`src/design/bps_pkg.sv`:
```
// Constants and types shared by the buck protection supervisor
`default_nettype none
package bps_pkg;
  // Clock and timebase
  localparam int CLK_MHZ        = 200;
  localparam int TICK_NS        = 10;
  localparam int CLK_NS         = 1000 / CLK_MHZ;
  localparam int TICK_CYC       = TICK_NS / CLK_NS;
  // Startup delay, calibration and soft-start times
  localparam int STARTUP_US     = 400;
  localparam int STARTUP_CYC    = STARTUP_US * CLK_MHZ;
  localparam int CAL_US         = 350;
  localparam int CAL_CYC        = CAL_US * CLK_MHZ;
  localparam int SS_TOTAL_US    = 5120;
  localparam int SS_STEPS       = 32;
  localparam int SS_STEP_CYC    = SS_TOTAL_US * CLK_MHZ / SS_STEPS;
  localparam int RETRY_SS_COUNT = 4;
  // Limit DAC
  localparam int DAC_BITS       = 6;
  localparam int DAC_STEPS      = 63;
  localparam int DAC_STEP_UV    = 6510;
  localparam int DAC_FULL_UV    = 403000;
  localparam int DAC_DEAD_CODE  = 10;
  localparam int CAL_STEP_CYC   = CAL_CYC / DAC_STEPS;
  // On-time counter
  localparam int ONT_W          = 10;
  // Register byte offsets
  localparam logic [3:0] OFS_CTRL   = 4'h0;
  localparam logic [3:0] OFS_STATUS = 4'h4;
  localparam logic [3:0] OFS_LIMIT  = 4'h8;
  localparam logic [3:0] OFS_ONTIME = 4'hC;
  // Reset values and field positions
  localparam logic       CTRL_EN_RST    = 1'b0;
  localparam int         CTRL_EN_BIT    = 0;
  localparam int         STAT_STATE_LSB = 0;
  localparam int         STAT_WIN_LSB   = 4;
  localparam int         STAT_PG_BIT    = 8;
  localparam int         STAT_OV_BIT    = 9;
  localparam int         STAT_PIN_BIT   = 10;
  localparam int         STAT_STEP_LSB  = 16;
  localparam int         LIM_DONE_BIT   = 8;
  localparam int         LIM_OFF_BIT    = 9;
  localparam int         ONT_HELD_LSB   = 16;
  localparam logic [1:0] RESP_OKAY      = 2'h0;
  localparam logic [1:0] RESP_SLVERR    = 2'h2;
  // Output window classes
  typedef enum logic [2:0] {WIN_UV, WIN_LOW, WIN_GOOD, WIN_HIGH, WIN_OV} bps_win_t;
endpackage
`default_nettype wire

```
`src/design/bps_supervisor.sv`:
```
// Protection supervisor: output window, limit calibration, trip sequence
`timescale 1ns/1ps
`default_nettype none
// Summary of operation
// - Window comparator results are ignored throughout soft-start.
// - Power-good stays low until the first window evaluation after soft-start.
// - Below lowest threshold is undervoltage: restart, power-good low.
// - Between lowest and second threshold: low not-good, power-good low.
// - Inside regulation band: good, power-good released.
// - Between upper band and overvoltage threshold: high not-good, power-good low.
// - Above top threshold: overvoltage, power-good low, latch off switching.
// - Overvoltage latch clears only by power-on reset.
// - Current sensing only while the high-side switch is on.
// - Limit calibration runs in startup before soft-start, about 350 us.
// - Calibration yields a 6-bit code stored as the trip value.
// - Limit DAC has 63 steps of 6.51 mV, 403 mV full scale.
// - Counter steps DAC up until calibration comparator crosses, then holds.
// - No crossing by full scale disables current limiting.
// - Stored codes 0 to 10 give a 0 mV limit.
// - On-time counted in 10 ns ticks; 3/4 held for next cycle.
// - Fault when sense exceeds reference before the held 3/4 point.
// - Stored limit doubled during soft-start, normal afterwards.
// - On trip: finish cycle, one half on-time pulse, both switches off.
// - After limit shutdown wait four soft-start times, then soft-start.
// - Soft-start raises reference in 32 equal steps, done after last.
// - A 400 us startup delay precedes soft-start stepping.
module bps_supervisor #(
  parameter int STARTUP_CYC = bps_pkg::STARTUP_CYC,
  parameter int CAL_CYC     = bps_pkg::CAL_CYC,
  parameter int CAL_STEP    = bps_pkg::CAL_STEP_CYC,
  parameter int SS_STEP_CYC = bps_pkg::SS_STEP_CYC
) (
  input  wire logic        aclk,
  input  wire logic        aresetn,
  input  wire logic [3:0]  s_axi_awaddr,
  input  wire logic        s_axi_awvalid,
  output logic             s_axi_awready,
  input  wire logic [31:0] s_axi_wdata,
  input  wire logic [3:0]  s_axi_wstrb,
  input  wire logic        s_axi_wvalid,
  output logic             s_axi_wready,
  output logic [1:0]       s_axi_bresp,
  output logic             s_axi_bvalid,
  input  wire logic        s_axi_bready,
  input  wire logic [3:0]  s_axi_araddr,
  input  wire logic        s_axi_arvalid,
  output logic             s_axi_arready,
  output logic [31:0]      s_axi_rdata,
  output logic [1:0]       s_axi_rresp,
  output logic             s_axi_rvalid,
  input  wire logic        s_axi_rready,
  input  wire logic        fb_above_1p00,
  input  wire logic        fb_above_0p88,
  input  wire logic        fb_above_0p72,
  input  wire logic        fb_above_0p60,
  input  wire logic        cal_crossed,
  input  wire logic        switch_node_over,
  input  wire logic        pwm_demand,
  input  wire logic        regulation_ok_in,
  output logic             regulation_ok_out,
  output logic             regulation_ok_out_oe,
  output logic             high_side_switch,
  output logic             low_side_switch,
  output logic             error_amplifier_park,
  output logic [6:0]       limit_dac_code,
  output logic [5:0]       ss_step,
  output logic             restart_request,
  output logic             output_overvoltage,
  output logic             output_undervoltage,
  output logic             current_limit_fault
);
  typedef enum logic [3:0] {
    ST_IDLE, ST_DELAY, ST_SOFT, ST_RUN, ST_TRIP, ST_HALF, ST_WAIT, ST_LATCH
  } bps_state_t;

  localparam int WAIT_CYC = bps_pkg::RETRY_SS_COUNT * bps_pkg::SS_STEPS * SS_STEP_CYC;
  localparam int ONT_W    = bps_pkg::ONT_W;
  localparam int DB       = bps_pkg::DAC_BITS;

  bps_state_t        state;
  logic [31:0]       timer;
  logic [15:0]       cal_div;
  logic [DB-1:0]     cal_code;
  logic              cal_done;
  logic              limit_off;
  logic              ctrl_enable;
  logic [5:0]        sync_q;
  logic              fb_1p00_s;
  logic              fb_0p88_s;
  logic              fb_0p72_s;
  logic              fb_0p60_s;
  logic              cal_s;
  logic              sense_s;
  bps_pkg::bps_win_t win_now;
  bps_pkg::bps_win_t win_class;
  logic              evaluated;
  logic              tick;
  logic              pwm_prev;
  logic              hs_prev;
  logic              next_hs;
  logic              next_ls;
  logic [ONT_W-1:0]  on_cnt;
  logic [ONT_W-1:0]  last_on;
  logic [ONT_W-1:0]  sense_limit;
  logic              sense_window;
  logic              fault;
  logic              pg_release;
  logic [6:0]        next_dac;
  logic              aw_got;
  logic              w_got;
  logic [3:0]        aw_addr;
  logic [31:0]       w_data;
  logic [3:0]        w_strb;
  logic [31:0]       rd_word;
  logic              rd_hit;

  // Comparator inputs resynchronised before any decision
  bps_sync #(
    .WIDTH (6)
  ) u_sync (
    .aclk    (aclk),
    .aresetn (aresetn),
    .din     ({fb_above_1p00, fb_above_0p88, fb_above_0p72, fb_above_0p60,
               cal_crossed, switch_node_over}),
    .dout    (sync_q)
  );
  assign {fb_1p00_s, fb_0p88_s, fb_0p72_s, fb_0p60_s, cal_s, sense_s} = sync_q;

  // Window classification, highest threshold first
  always_comb
  begin
    if (fb_1p00_s)
      win_now = bps_pkg::WIN_OV;
    else if (fb_0p88_s)
      win_now = bps_pkg::WIN_HIGH;
    else if (fb_0p72_s)
      win_now = bps_pkg::WIN_GOOD;
    else if (fb_0p60_s)
      win_now = bps_pkg::WIN_LOW;
    else
      win_now = bps_pkg::WIN_UV;
  end

  // 10 ns tick from the 5 ns clock
  always_ff @(posedge aclk)
  begin
    if (!aresetn)
      tick <= 1'b0;
    else
      tick <= ~tick;
  end

  // Main sequencer; the overvoltage latch has no exit but reset
  always_ff @(posedge aclk)
  begin
    if (!aresetn)
    begin
      state   <= ST_IDLE;
      timer   <= '0;
      ss_step <= '0;
    end
    else
    begin
      case (state)
        ST_IDLE:
        begin
          timer   <= '0;
          ss_step <= '0;
          if (ctrl_enable)
            state <= ST_DELAY;
        end
        ST_DELAY:
        begin
          timer <= timer + 32'h1;
          if (!ctrl_enable)
            state <= ST_IDLE;
          else if (timer >= 32'(STARTUP_CYC - 1))
          begin
            state <= ST_SOFT;
            timer <= '0;
          end
        end
        ST_SOFT:
        begin
          timer <= timer + 32'h1;
          if (!ctrl_enable)
            state <= ST_IDLE;
          else if (fault)
            state <= ST_TRIP;
          else if (timer >= 32'(SS_STEP_CYC - 1))
          begin
            timer   <= '0;
            ss_step <= ss_step + 6'h1;
            if (ss_step == 6'(bps_pkg::SS_STEPS - 1))
              state <= ST_RUN;
          end
        end
        ST_RUN:
        begin
          timer <= '0;
          if (win_now == bps_pkg::WIN_OV)
            state <= ST_LATCH;
          else if (win_now == bps_pkg::WIN_UV)
          begin
            state   <= ST_SOFT;
            ss_step <= '0;
          end
          else if (fault)
            state <= ST_TRIP;
          else if (!ctrl_enable)
            state <= ST_IDLE;
        end
        ST_TRIP:
        begin
          timer <= '0;
          // Present cycle ends when the next one is demanded
          if (pwm_demand && !pwm_prev)
            state <= ST_HALF;
        end
        ST_HALF:
        begin
          // last_on ticks of 10 ns equal half on-time in 5 ns cycles
          timer <= timer + 32'h1;
          if (timer + 32'h1 >= 32'(last_on))
          begin
            state <= ST_WAIT;
            timer <= '0;
          end
        end
        ST_WAIT:
        begin
          timer <= timer + 32'h1;
          if (timer >= 32'(WAIT_CYC - 1))
          begin
            state   <= ST_SOFT;
            timer   <= '0;
            ss_step <= '0;
          end
        end
        ST_LATCH:
          state <= ST_LATCH;
        default:
          state <= ST_IDLE;
      endcase
    end
  end

  // Limit calibration during the startup delay
  always_ff @(posedge aclk)
  begin
    if (!aresetn || state == ST_IDLE)
    begin
      cal_div   <= '0;
      cal_code  <= '0;
      cal_done  <= 1'b0;
      limit_off <= 1'b0;
    end
    else if (state == ST_DELAY && !cal_done && timer < 32'(CAL_CYC))
    begin
      if (cal_s)
        cal_done <= 1'b1;
      else if (cal_div >= 16'(CAL_STEP - 1))
      begin
        cal_div <= '0;
        if (cal_code == DB'(bps_pkg::DAC_STEPS))
        begin
          cal_done  <= 1'b1;
          limit_off <= 1'b1;
        end
        else
          cal_code <= cal_code + DB'(1);
      end
      else
        cal_div <= cal_div + 16'h1;
    end
    else if (state == ST_DELAY && !cal_done && timer >= 32'(CAL_CYC))
    begin
      cal_done  <= 1'b1;
      limit_off <= 1'b1;
    end
  end

  // DAC reference: ramp while calibrating, doubled in soft-start
  always_comb
  begin
    if (state == ST_DELAY && !cal_done)
      next_dac = {1'b0, cal_code};
    else if (limit_off || cal_code <= DB'(bps_pkg::DAC_DEAD_CODE))
      next_dac = '0;
    else if (state == ST_SOFT)
      next_dac = {cal_code, 1'b0};
    else
      next_dac = {1'b0, cal_code};
  end

  // Gate commands; both off outside active switching
  always_comb
  begin
    case (state)
      ST_SOFT, ST_RUN, ST_TRIP:
      begin
        next_hs = pwm_demand;
        next_ls = ~pwm_demand;
      end
      ST_HALF:
      begin
        next_hs = 1'b1;
        next_ls = 1'b0;
      end
      default:
      begin
        next_hs = 1'b0;
        next_ls = 1'b0;
      end
    endcase
  end

  // Registered gate and DAC outputs
  always_ff @(posedge aclk)
  begin
    if (!aresetn)
    begin
      high_side_switch     <= 1'b0;
      low_side_switch      <= 1'b0;
      limit_dac_code       <= '0;
      error_amplifier_park <= 1'b0;
      pwm_prev             <= 1'b0;
      hs_prev              <= 1'b0;
    end
    else
    begin
      high_side_switch     <= next_hs;
      low_side_switch      <= next_ls;
      limit_dac_code       <= next_dac;
      error_amplifier_park <= (state == ST_DELAY);
      pwm_prev             <= pwm_demand;
      hs_prev              <= high_side_switch;
    end
  end

  // On-time in 10 ns ticks; 3/4 of it bounds the next sense window
  always_ff @(posedge aclk)
  begin
    if (!aresetn)
    begin
      on_cnt      <= '0;
      last_on     <= '0;
      sense_limit <= '0;
    end
    else if (hs_prev && !high_side_switch)
    begin
      on_cnt      <= '0;
      last_on     <= on_cnt;
      sense_limit <= ONT_W'(({2'b00, on_cnt} * 3) >> 2);
    end
    else if (high_side_switch && tick && on_cnt != '1)
      on_cnt <= on_cnt + ONT_W'(1);
  end

  // Sense window open only with the high side on, before the 3/4 point
  assign sense_window = high_side_switch && (on_cnt < sense_limit);
  // Short codes and a disabled limit never trip
  assign fault = sense_window && sense_s && !limit_off && cal_done
                 && (cal_code > DB'(bps_pkg::DAC_DEAD_CODE))
                 && (state == ST_SOFT || state == ST_RUN);

  // Window register updated only in regulation
  always_ff @(posedge aclk)
  begin
    if (!aresetn)
    begin
      win_class <= bps_pkg::WIN_UV;
      evaluated <= 1'b0;
    end
    else if (state == ST_RUN)
    begin
      win_class <= win_now;
      evaluated <= 1'b1;
    end
    else if (state != ST_LATCH)
      evaluated <= 1'b0;
  end

  // Power-good released only after a good evaluation
  assign pg_release = evaluated && (state == ST_RUN)
                      && (win_class == bps_pkg::WIN_GOOD);

  // Open-drain power-good and event outputs
  always_ff @(posedge aclk)
  begin
    if (!aresetn)
    begin
      regulation_ok_out_oe <= 1'b1;
      restart_request      <= 1'b0;
      output_overvoltage   <= 1'b0;
      output_undervoltage  <= 1'b0;
      current_limit_fault  <= 1'b0;
    end
    else
    begin
      regulation_ok_out_oe <= ~pg_release;
      restart_request      <= (state == ST_RUN) && (win_now == bps_pkg::WIN_UV);
      output_undervoltage  <= (state == ST_RUN) && (win_now == bps_pkg::WIN_UV);
      current_limit_fault  <= fault;
      if (state == ST_RUN && win_now == bps_pkg::WIN_OV)
        output_overvoltage <= 1'b1;
    end
  end
  assign regulation_ok_out = 1'b0;

  // AXI write: address and data accepted in either order
  assign s_axi_awready = !aw_got && !s_axi_bvalid;
  assign s_axi_wready  = !w_got && !s_axi_bvalid;

  always_ff @(posedge aclk)
  begin
    if (!aresetn)
    begin
      aw_got       <= 1'b0;
      w_got        <= 1'b0;
      aw_addr      <= '0;
      w_data       <= '0;
      w_strb       <= '0;
      s_axi_bvalid <= 1'b0;
      s_axi_bresp  <= bps_pkg::RESP_OKAY;
      ctrl_enable  <= bps_pkg::CTRL_EN_RST;
    end
    else
    begin
      if (s_axi_awvalid && s_axi_awready)
      begin
        aw_got  <= 1'b1;
        aw_addr <= s_axi_awaddr;
      end
      if (s_axi_wvalid && s_axi_wready)
      begin
        w_got  <= 1'b1;
        w_data <= s_axi_wdata;
        w_strb <= s_axi_wstrb;
      end
      if (aw_got && w_got)
      begin
        aw_got       <= 1'b0;
        w_got        <= 1'b0;
        s_axi_bvalid <= 1'b1;
        if (aw_addr == bps_pkg::OFS_CTRL)
        begin
          s_axi_bresp <= bps_pkg::RESP_OKAY;
          if (w_strb[0])
            ctrl_enable <= w_data[bps_pkg::CTRL_EN_BIT];
        end
        else if (aw_addr == bps_pkg::OFS_STATUS || aw_addr == bps_pkg::OFS_LIMIT
                 || aw_addr == bps_pkg::OFS_ONTIME)
          s_axi_bresp <= bps_pkg::RESP_OKAY;
        else
          s_axi_bresp <= bps_pkg::RESP_SLVERR;
      end
      else if (s_axi_bvalid && s_axi_bready)
        s_axi_bvalid <= 1'b0;
    end
  end

  // Read decode
  always_comb
  begin
    rd_word = '0;
    rd_hit  = 1'b1;
    case (s_axi_araddr)
      bps_pkg::OFS_CTRL:
        rd_word[bps_pkg::CTRL_EN_BIT] = ctrl_enable;
      bps_pkg::OFS_STATUS:
      begin
        rd_word[bps_pkg::STAT_STATE_LSB +: 4] = 4'(state);
        rd_word[bps_pkg::STAT_WIN_LSB +: 3]   = 3'(win_class);
        rd_word[bps_pkg::STAT_PG_BIT]         = pg_release;
        rd_word[bps_pkg::STAT_OV_BIT]         = output_overvoltage;
        rd_word[bps_pkg::STAT_PIN_BIT]        = regulation_ok_in;
        rd_word[bps_pkg::STAT_STEP_LSB +: 6]  = ss_step;
      end
      bps_pkg::OFS_LIMIT:
      begin
        rd_word[DB-1:0]                = cal_code;
        rd_word[bps_pkg::LIM_DONE_BIT] = cal_done;
        rd_word[bps_pkg::LIM_OFF_BIT]  = limit_off;
      end
      bps_pkg::OFS_ONTIME:
      begin
        rd_word[ONT_W-1:0]                        = last_on;
        rd_word[bps_pkg::ONT_HELD_LSB +: ONT_W]   = sense_limit;
      end
      default:
        rd_hit = 1'b0;
    endcase
  end

  // AXI read: one outstanding, data from a register
  assign s_axi_arready = !s_axi_rvalid;

  always_ff @(posedge aclk)
  begin
    if (!aresetn)
    begin
      s_axi_rvalid <= 1'b0;
      s_axi_rdata  <= '0;
      s_axi_rresp  <= bps_pkg::RESP_OKAY;
    end
    else if (s_axi_arvalid && s_axi_arready)
    begin
      s_axi_rvalid <= 1'b1;
      s_axi_rdata  <= rd_word;
      s_axi_rresp  <= rd_hit ? bps_pkg::RESP_OKAY : bps_pkg::RESP_SLVERR;
    end
    else if (s_axi_rvalid && s_axi_rready)
      s_axi_rvalid <= 1'b0;
  end
endmodule // bps_supervisor
`default_nettype wire

```
`src/design/bps_sync.sv`:
```
// Two-stage synchroniser for the analog comparator outputs
`timescale 1ns/1ps
`default_nettype none
module bps_sync #(
  parameter int WIDTH = 6
) (
  input  wire logic             aclk,
  input  wire logic             aresetn,
  input  wire logic [WIDTH-1:0] din,
  output logic      [WIDTH-1:0] dout
);
  logic [WIDTH-1:0] stage1;

  // First stage feeds only the second
  always_ff @(posedge aclk)
  begin
    if (!aresetn)
    begin
      stage1 <= '0;
      dout   <= '0;
    end
    else
    begin
      stage1 <= din;
      dout   <= stage1;
    end
  end
endmodule // bps_sync
`default_nettype wire

```
`config.mk`:
```
export PLATFORM = sky130hd
export DESIGN_NAME = bps_supervisor
export DESIGN_NICKNAME = d
export VERILOG_FILES = /design/src/design/bps_pkg.sv /design/src/design/bps_supervisor.sv /design/src/design/bps_sync.sv
export SDC_FILE = /design/constraint.sdc
export NUM_CORES = 1
export LEC_CHECK = 0
export ABC_AREA = 1
export BUFFER_PORTS_ARGS = -buffer_cell sky130_fd_sc_hd__buf_2
export CAP_MARGIN = 20
export CORE_UTILIZATION = 54
export CTS_BUF_LIST = sky130_fd_sc_hd__clkbuf_4
export CTS_CLUSTER_DIAMETER = 30
export DETAILED_ROUTE_END_ITERATION = 10
export PLACE_DENSITY = 0.75
export SYNTH_ARGS = -nofsm -noshare
export SYNTH_HDL_FRONTEND = slang
export SYNTH_SLANG_ARGS = --single-unit
```
`constraint.sdc`:
```
create_clock -name aclk -period 7.4 [get_ports aclk]
set_input_delay 0.74 -clock aclk [delete_from_list [all_inputs] [get_ports aclk]]
set_output_delay 0.74 -clock aclk [all_outputs]
set_load 0.02 [all_outputs]
```
[Word level (Yosys, flattened, before mapping)]
Index checks and enable logic that the tools add are counted.
Operators by class
  $add $sub $neg: 5
  $mul: 1
  order comparisons: 10
  equal/unequal tests: 37
  muxes and demuxes: 64
  bitwise gates (word level): 7
  reduce and logical (&&, ||, !) cells: 63
Operators by type and width (number)
  $mux 32: 7
  $pmux 32 s5: 1
  $ge 32x17->1 const B: 2
  $mux 4: 15
  $mux 6: 9
  $add 32x1->32 const B: 1
  $ge 32x10->1: 1
  $ge 32x15->1 const B: 1
  $ge 32x22->1 const B: 1
  $lt 32x17->1 const B: 1
  $pmux 4 s8: 1
  $logic_and 1x1->1: 25
  $eq 4x3->1 const B: 6
  $pmux 6 s4: 1
  $ne 2x2->1 const B: 9
  $mux 1: 17
  $add 16x1->16 const B: 1
  $eq 4x4->1 const B: 4
  $ge 16x11->1 const B: 1
  $mux 16: 1
  $pmux 5 s3: 1
  $add 6x1->6 const B: 2
  $logic_not 4->1: 3
  $mul 10x2->12 const B: 1
  38 further kinds: 75
Storage, ports and cells
  register bits: 165
  input bits: 59
  output and inout port bits: 63
  word-level logic and storage cells: 224

[Logic depth before layout (Yosys ltp)]
Gate-level depths: netlist of the first run.
  depth after elaboration: 11
  depth in mapped cells: 20
  depth with buffers taken out: 19

[By module]
Synthesis of the first run repeated with hierarchy kept, for this count alone.
Unflattened totals
  cell total of the unflattened synthesis: 1371
  area total of the unflattened synthesis: 9268.9 um^2
By module, submodules not included
  bps_supervisor: times used 1, cells each 1334, area an instance 8927.3 um^2, seq. area each 3002.9 um^2
  bps_sync: times used 1, cells each 37, area an instance 341.6 um^2, seq. area each 240.2 um^2

[Worst setup path after synthesis of the first run]
No wires, ideal clock.
  kind: reg2reg
  from: reg timer[0]
  to: reg timer[10]
  library setup time: 0.070 ns
  arrival time: 2.398 ns
  required time: 7.330 ns
  setup slack: 4.932 ns
  cell stages (with the launch flop): 19
  path buffers: 1
  period minus slack after synthesis: 2.468 ns
  cell sequence: dfxtp_1 > ha_1 > nand3_1 > nor2_1 > xor2_1 > inv_1 > ha_1 > nand2_1 > nor2_1 > nor2_1 > a21oi_1 > nor2_1 > nand2_1 > nor2_1 > nand4_1 > nand3_2 > buf_6 > nand2_2 > a21oi_2
Between the ends
  longest elaborated chain between the ends: 5
  elaborated cells on any way between the ends: 13
  those cells by class: add/sub (1); order compare (4); mux (8)
Ends and longest elaborated chain
  start: declaration: line bps_supervisor.sv:81  | logic [31:0] timer;
  start signal: assignment: line bps_supervisor.sv:174  | timer <= timer + 32'h1;
  start signal: assignment: line bps_supervisor.sv:185  | timer <= timer + 32'h1;
  start signal: assignment: line bps_supervisor.sv:223  | timer <= timer + 32'h1;
  parallel branches: the longest is 4 deep, another holds $add 32x1->32
  $pmux 32 s5 *: line bps_supervisor.sv:164  | case (state)
Mark *: on every way between the ends.
A chain may end at the register's enable or synchronous reset.

[Final worst setup path of the first run]
  from: reg timer[0]
  to: reg timer[2]
Same word-level chain as after synthesis.

==> results.md, run 1 <==
- Tcrit/Tclk final: 47.92%
- CTS Buf Count: 17
- Routed WL: 23,140 um
- Area grow syn2layout: 8.030%
- YS warnings: 0
- # rows: 47
- Power per Cell Area: 205.3 nW/um^2
- Final ANT Viol Nets: 0
- FF+latch count, synth: 162
- Overall routing resource usage: 27.11%
- Largest net degree at the start of global routing: 52
- CTS Buffer Depth: 2
- Slew @ Worst Pin: 0.8612 ns
- Setup Total Neg Slack: 0 ns
- Unique masters post-synth: 48
- Final setup violation count: 0
- EDFF count, synth: 0
- Max H-tree Level: 4
- RSZ-0062 raised after global routing: no
- Cells after Synth: 1,392
- # nets final: 1,546
- Avg Cell Area, Syn: 6.560 um^2
- Type of the tightest min-delay check: in2reg
- Critical Path Source Type: flop
- Die width: 132.0 um
- Clock Latency Late Sink: 0.60 ns
- Routability congestion estimate: 0.9390
- Worst Clk Skew: 0.02360 ns
- Synthesized area: 9131 um^2
- Via count: 8,799
- Vias per cell: 5.225
- Share of cells above drive strength 1: 10.94%
- Core Box Area: 16,520 um^2
- Grt total ovfl: 0
- Initial Util: 55.26%
- First-pass GRT wire length: 38,140 um
- Max-slew violations: 0
- Setup Buffers After CTS: 0
- DR iter-0 viols: 858
- Pwr Total: 2026 uW
- Seq/Total Area, Yosys: 35.52%
- WP data arrival: 4.01 ns
- Min Tclk post-route: 3.546 ns
- Port bufs: 73
- Outcome: finished clean
- DRC: 0
- Final hold violation count: 0
- Crit path max fanout: 32
- Commonest non-fill, non-tap cell in the layout: nand2_1
- Crit Path Class: reg2reg
- Top-Level Pins: 122
- Max Cap Viol: 0
- CTS clk-pin slew, worst paths: 0.15 ns
- Die height: 132.0 um
- Initial antenna violation count: 1
- Commonest non-fill, non-tap cells in the layout: 342 x nand2_1, 204 x nor2_1, 185 x inv_1
- Most used DFF post-synth: dfxtp_1
- Fillers: 1,626
- Max Clk Rate: 282.0 MHz
- Relative slew margins: 42.23%
- Fraction of registers with async set/reset: 0%
- Hold Buf Count CTS: 0
- Clock Sinks: 162
- Worst EP required: 7.86 ns
- Crit end category: flop
- Clk root buf: clkbuf_4
- Reg2reg setup slack: 3.85 ns
- Pleak: 0.004270 uW
- Die area: 17,430 um^2
- CTS tree: done
- Post-CTS sizing: 0
- Pre-Repair DR Iteration Count: 5
- Vias in the first global route: 7,696
- IR drop worst, VDD: 0.0001242 V
- Wire length per cell: 13.74 um
- DP HPWL: 17,250 um
==> worst max-delay path, cell delays in order (launching register included) <==
cell	delay (ns)
dfxtp_1	0.45
ha_1	0.28
nand3_1	0.10
nor2_1	0.27
xor2_1	0.23
inv_1	0.08
ha_1	0.27
nand2_1	0.06
nor2_1	0.10
nor2_1	0.04
a21oi_1	0.24
nor2_1	0.08
nand2_1	0.07
nor2_1	0.04
nand4_1	0.11
nand3_2	0.64
nand2_1	0.28
a21oi_2	0.07
==> cell type report <==
class | count | area, um^2 | share of cell area [%]
Tap cell | 220 | 275.3 | 2.790
Clock buffer | 18 | 135.1 | 1.370
Inverter | 192 | 720.7 | 7.306
Clock inverter | 14 | 141.4 | 1.433
Antenna cell | 1 | 2.502 | 0.02537
Multi-Input combinational cell | 999 | 4936 | 50.04
Timing Repair Buffer | 78 | 410.4 | 4.160
Sequential cell | 162 | 3243 | 32.88
==> where the power goes <==
| part | internal (uW) | leakage, uW | switching [uW] |
|---|---|---|---|
| Clock | 182 | 0.000152 | 347 |
| Sequential | 914 | 0.00131 | 39.6 |
| Combinational | 145 | 0.00280 | 399 |
| Total | 1240 | 0.00427 | 785 |
==> sequential cells by signal (all words and copies together) (netlist names), 3 cells and up <==
name            cells
limit_dac_code      7
state               3
last_on            10
s_axi_rdata        21
aw_addr             4
on_cnt             10
cal_code            6
timer              32
win_class           3
sense_limit        10
cal_div            16
ss_step             6
u_sync.dout         6
u_sync.stage1       6
==> routing by layer <==
| layer | wire length, um | GRT usage, % | up-vias |
|---|---|---|---|
| li1 | - | - | 4542 |
| met1 | 10900 | 38.27 | 3939 |
| met2 | 10250 | 42.30 | 285 |
| met3 | 1553 | 4.191 | 33 |
| met4 | 440 | 8.656 | 0 |
| met5 | 0 | 0 | - |
==> kinds of logic (layout without fill, tap and decap cells) <==
| group | Yosys count | in the layout | share of synthesized area, % |
|---|---|---|---|
| AOI/OAI and AO/OA | 227 | 227 | 14.04 |
| other | 1 | 15 | 0.04107 |
| DFF | 162 | 162 | 35.52 |
| adders and majority gates | 37 | 37 | 5.152 |
| buffers and inverters | 244 | 302 | 10.99 |
| xor gates and xnor gates | 21 | 21 | 2.014 |
| and+or+nand+nor | 700 | 700 | 32.24 |
==> metrics by stage <==
step | cell area [um^2] | std cells | util (%) | setup WS (ns) | hold WS, ns
finish | 9864 | 1684 | 59.70 | 3.854 | 0.3093
global route | 9864 | 1684 | 59.70 | 3.523 | 0.2767
CTS | 9847 | 1682 | 59.59 | 3.842 | 0.2816
detailed placement | 9570 | 1650 | 57.92 | 3.876 | 0.3969
global placement | 9570 | 1650 | 57.92 | 3.942 | 0.3945
floorplan | 9180 | 1405 | - | 4.932 | 0.3905
==> Yosys cell counts, types with 3 or more instances <==
cell type | n | share of area (%)
nand2_1 | 342 | 14
nor2_1 | 205 | 8.4
inv_1 | 185 | 7.6
dfxtp_1 | 162 | 36
a21oi_1 | 99 | 5.4
o21ai_0 | 69 | 3.8
nand3_1 | 59 | 3.2
ha_1 | 36 | 4.9
nor3_1 | 29 | 1.6
clkbuf_1 | 28 | 1.2
nand2_2 | 19 | 1.3
xor2_1 | 19 | 1.8
buf_4 | 16 | 1.3
o22ai_1 | 16 | 1.1
nand4_1 | 14 | 0.96
a21oi_2 | 11 | 1.1
o221ai_1 | 11 | 1.1
nor4_1 | 7 | 0.48
nor2_2 | 6 | 0.41
a22oi_1 | 4 | 0.33
inv_2 | 4 | 0.16
nand3b_1 | 4 | 0.33
and2_1 | 3 | 0.21
buf_2 | 3 | 0.16
buf_6 | 3 | 0.37
clkinv_1 | 3 | 0.12
nor2_4 | 3 | 0.37
o211ai_1 | 3 | 0.25
o21ai_1 | 3 | 0.16
o21bai_1 | 3 | 0.25
==> worst paths after layout <==
path | endpoint | cells past startpoint | startpoint
min reg2reg | u_sync.dout[2] | 2 | u_sync.stage1[2]
max reg2reg | timer[2] | 17 | timer[0]
max | timer[2] | 17 | timer[0]
min | u_sync.stage1[0] | 3 | switch_node_over
Power figures use the tool's default switching activity.
==> run 2, diff against run 1 <==
Settings changed: PLACE_DENSITY 0.75 to 0.78.
Clock period 7.4 ns to 3.1 ns, I/O delays scaled along.
==> run 2 against run 1 <==
Die area unchanged. Setup slack worse by 3.6 ns. Sequential cell count unchanged. Cell count up 1.4%. Critical endpoint is now timer[23]. Highest routed layer unchanged.
==> results.md, run 2 (synthesized netlist as in run 1, its figures left out) <==
- Outcome: finished clean
- Crit Path Class: reg2reg
- Top reg by flops: timer
- Final setup violation count: 0 (unchanged)
- Vias in the first global route: 8,016 (+4.2%)
- Sequential share of power: 46.6% (-0.5 points)
- Cell depth of the worst setup path: 17 (unchanged)
- GR Layer Usage met2: 46.09% (+3.8 points)
- Type of the tightest min-delay check: in2reg
- RSZ-0062 raised after global routing: no
- Reg2reg setup slack: 0.27 ns (-3.59 ns)
- Reg-to-Reg End: timer[23]
- Comb power frac: 28.8% (+2.0 points)
- Crit end category: flop
- Share of cells above drive strength 1: 11.70% (+0.76 points)
- Most numerous cell on the critical path: nor2_1
- Setup Total Neg Slack: 0 ns (unchanged)
- Top Family by Delay on Critical Path: simple AND/OR/NAND/NOR gates
- Vias per cell: 5.276 (+0.97%)
- Clk network pwr share: 24.6% (-1.5 points)
- Clock Sinks: 162 (unchanged)
- Largest net degree at the start of global routing: 51 (-1.9%)
- Crit path max fanout: 15 (-53%)
- Initial antenna violation count: 1 (unchanged)
- CTS tree: done
- Power per Cell Area: 484.9 nW/um^2 (+140%)
- Tcrit/Tclk final: 91.35% (+43 points)
- Largest regs: timer x32, s_axi_rdata x21, cal_div x16
- FF-to-FF Start: timer[1]
- DP HPWL: 17,580 um (+1.9%)
- Die width: 132.0 um (unchanged)
- Final worst slack: 0.2683 ns (-3.585 ns)
- Pleak: 0.004366 uW (+2.2%)
- Slew @ Worst Pin: 0.7523 ns (-0.1088 ns)
- Max H-tree Level: 4 (unchanged)
- Routed WL: 23,970 um (+3.5%)
- Max Clk Rate: 353.1 MHz (+25%)
- Area grow syn2layout: 10.56%
- Routability congestion estimate: 0.9460 (+0.75%)
- Min Tclk post-route: 2.832 ns (-0.7146 ns)
- Critical Path Source Type: flop
- WP data arrival: 3.36 ns (-0.65 ns)
- Sw Ratio: 39.26% (+0.50 points)
- Worst EP required: 3.63 ns (-4.23 ns)
- CP bufs+invs: 1 (unchanged)
- DR iter-0 viols: 615 (-28%)
- Pre-Repair DR Iteration Count: 5 (unchanged)
- R2r worst-path depth: 17 (unchanged)
- Hold worst-path end: s_axi_rresp[1]
- Slowest stage cell, crit path: dfxtp_1
- Switching pwr: 1922 uW (+140%)
- Commonest non-fill, non-tap cells in the layout: 342 x nand2_1, 202 x nor2_1, 185 x inv_1
- Initial Util: 55.26% (unchanged)
- Worst hold start: s_axi_araddr[0]
- Core Box Area: 16,520 um^2 (unchanged)
- Highest cell delay on the worst timing path: 0.42 ns (-0.22 ns)
- Final hold violation count: 0 (unchanged)
- Met1 Use GR: 38.28% (about the same)
- Wire length per cell: 14.03 um (+2.1%)
- Grt total ovfl: 0 (unchanged)
- CTS clk-pin slew, worst paths: 0.15 ns (about the same)
- Clock Latency Late Sink: 0.60 ns (about the same)
- Commonest non-fill, non-tap cell in the layout: nand2_1
- CTS Buffer Depth: 2 (unchanged)
- CTS Buf Count: 17 (unchanged)
- Place WS: 0.1225 ns (-3.754 ns)
- Top-Level Pins: 122 (unchanged)
- Die area: 17,430 um^2 (unchanged)
- Min-Delay Path Depth: 3 (unchanged)
- Critical path cell sequence: nand2_1 -> nor2_1 -> nand2_1 -> xnor2_1 -> ha_1 -> a21oi_1 -> nor2_1 -> nor2_1 -> a21oi_1 -> nor2_1 -> nand2_1 -> nor2_1 -> nand4_1 -> nand3_2 -> buf_6 -> nand2_1 -> a21oi_1
- Hold Slack: 0.01683 ns (-0.2925 ns)
- # rows: 47 (unchanged)
- # nets final: 1,570 (+1.6%)
- Met3 track demand over resource: 5.152% (+0.96 points)
- Final Util: 61.10% (+1.4 points)
- DRC: 0 (unchanged)
- Pwr Total: 4896 uW (+140%)
- First-pass GRT wire length: 39,470 um (+3.5%)
- Clk root buf: clkbuf_4
- Overall routing resource usage: 28.14% (+1.0 points)
- Max Cap Viol: 0 (unchanged)
- Setup Buffers After CTS: 0 (unchanged)
- Relative slew margins: 49.77% (+7.5 points)
- Via count: 9,011 (+2.4%)
- Worst Clk Skew: 0.02047 ns (-0.003130 ns)
- Max reg flops: 32 (unchanged)
- IR drop worst, VDD: 0.0003352 V (+170%)
- Final ANT Viol Nets: 0 (unchanged)
- Die height: 132.0 um (unchanged)
- Top Usage Layer GRT: met2
- Port bufs: 73 (unchanged)
- Max-slew violations: 0 (unchanged)
- Int Pwr: 2974 uW (+140%)
==> run 2: cell types whose count changed in the layout (fill, tap and decap cells not counted), sizes merged <==
cell | previous run | this run
clkinv | 7 | 8
bufinv | 1 | 0
inv | 197 | 196
dlygate4sd3 | 0 | 16
buf | 78 | 86
clkinvlp | 1 | 2
==> run 2: final cells by class <==
cell class	count	area, um^2
well taps	220	275.3
repair buffers	102	639.4
inverters	192	720.7
multi-input cells	999	4955
clock inverters	14	123.9
diodes	1	2.502
fillers	1550	6429
clock buffers	18	135.1
flip-flops and latches	162	3244
==> run 2: how the worst max path moves through the flow <==
stage	from	endpoint
3_3_place_gp	timer[0]	timer[19]
5_1_grt	timer[1]	timer[28]
3_5_place_dp	timer[0]	timer[23]
6_report	timer[1]	timer[23]
4_1_cts	timer[0]	timer[23]
2_1_floorplan	timer[0]	timer[10]
==> run 2: metrics by stage <==
step                instance area (um^2)  instances
floorplan                           9180       1405
global placement                    9651       1659
detailed placement                  9651       1659
CTS                                10070       1707
global route                       10100       1708
finish                             10100       1708
==> run 2: power groups by stage <==
stage / Combinational (uW) / Clock [uW] / Sequential [uW]
6_report: 1410 / 1200 / 2280
3_5_place_dp: 1370 / 0 / 2320
3_3_place_gp: 1350 / 0 / 2320
2_1_floorplan: 1030 / 0 / 2320
4_1_cts: 1390 / 1220 / 2280
5_1_grt: 1570 / 1300 / 2300
==> run 2: worst min-delay path, cell delays in order <==
cell and delay (ns):
buf_2 0.08, nor2_1 0.06, a21oi_1 0.14
==> run 2: metal layers <==
| layer | wire length, um | vias up |
|---|---|---|
| met5 | 0 | - |
| met4 | 258 | 0 |
| met3 | 1280 | 26 |
| met2 | 11050 | 260 |
| met1 | 11380 | 4128 |
| li1 | - | 4597 |
==> run 2: repair_timing <==
item / 4_1_cts / 5_1_grt
endpoints found under the setup margin: 0 / 35
endpoints found under the hold margin: 16 / 0
hold buffers: 16 / 0
resized for setup: 0 / 7
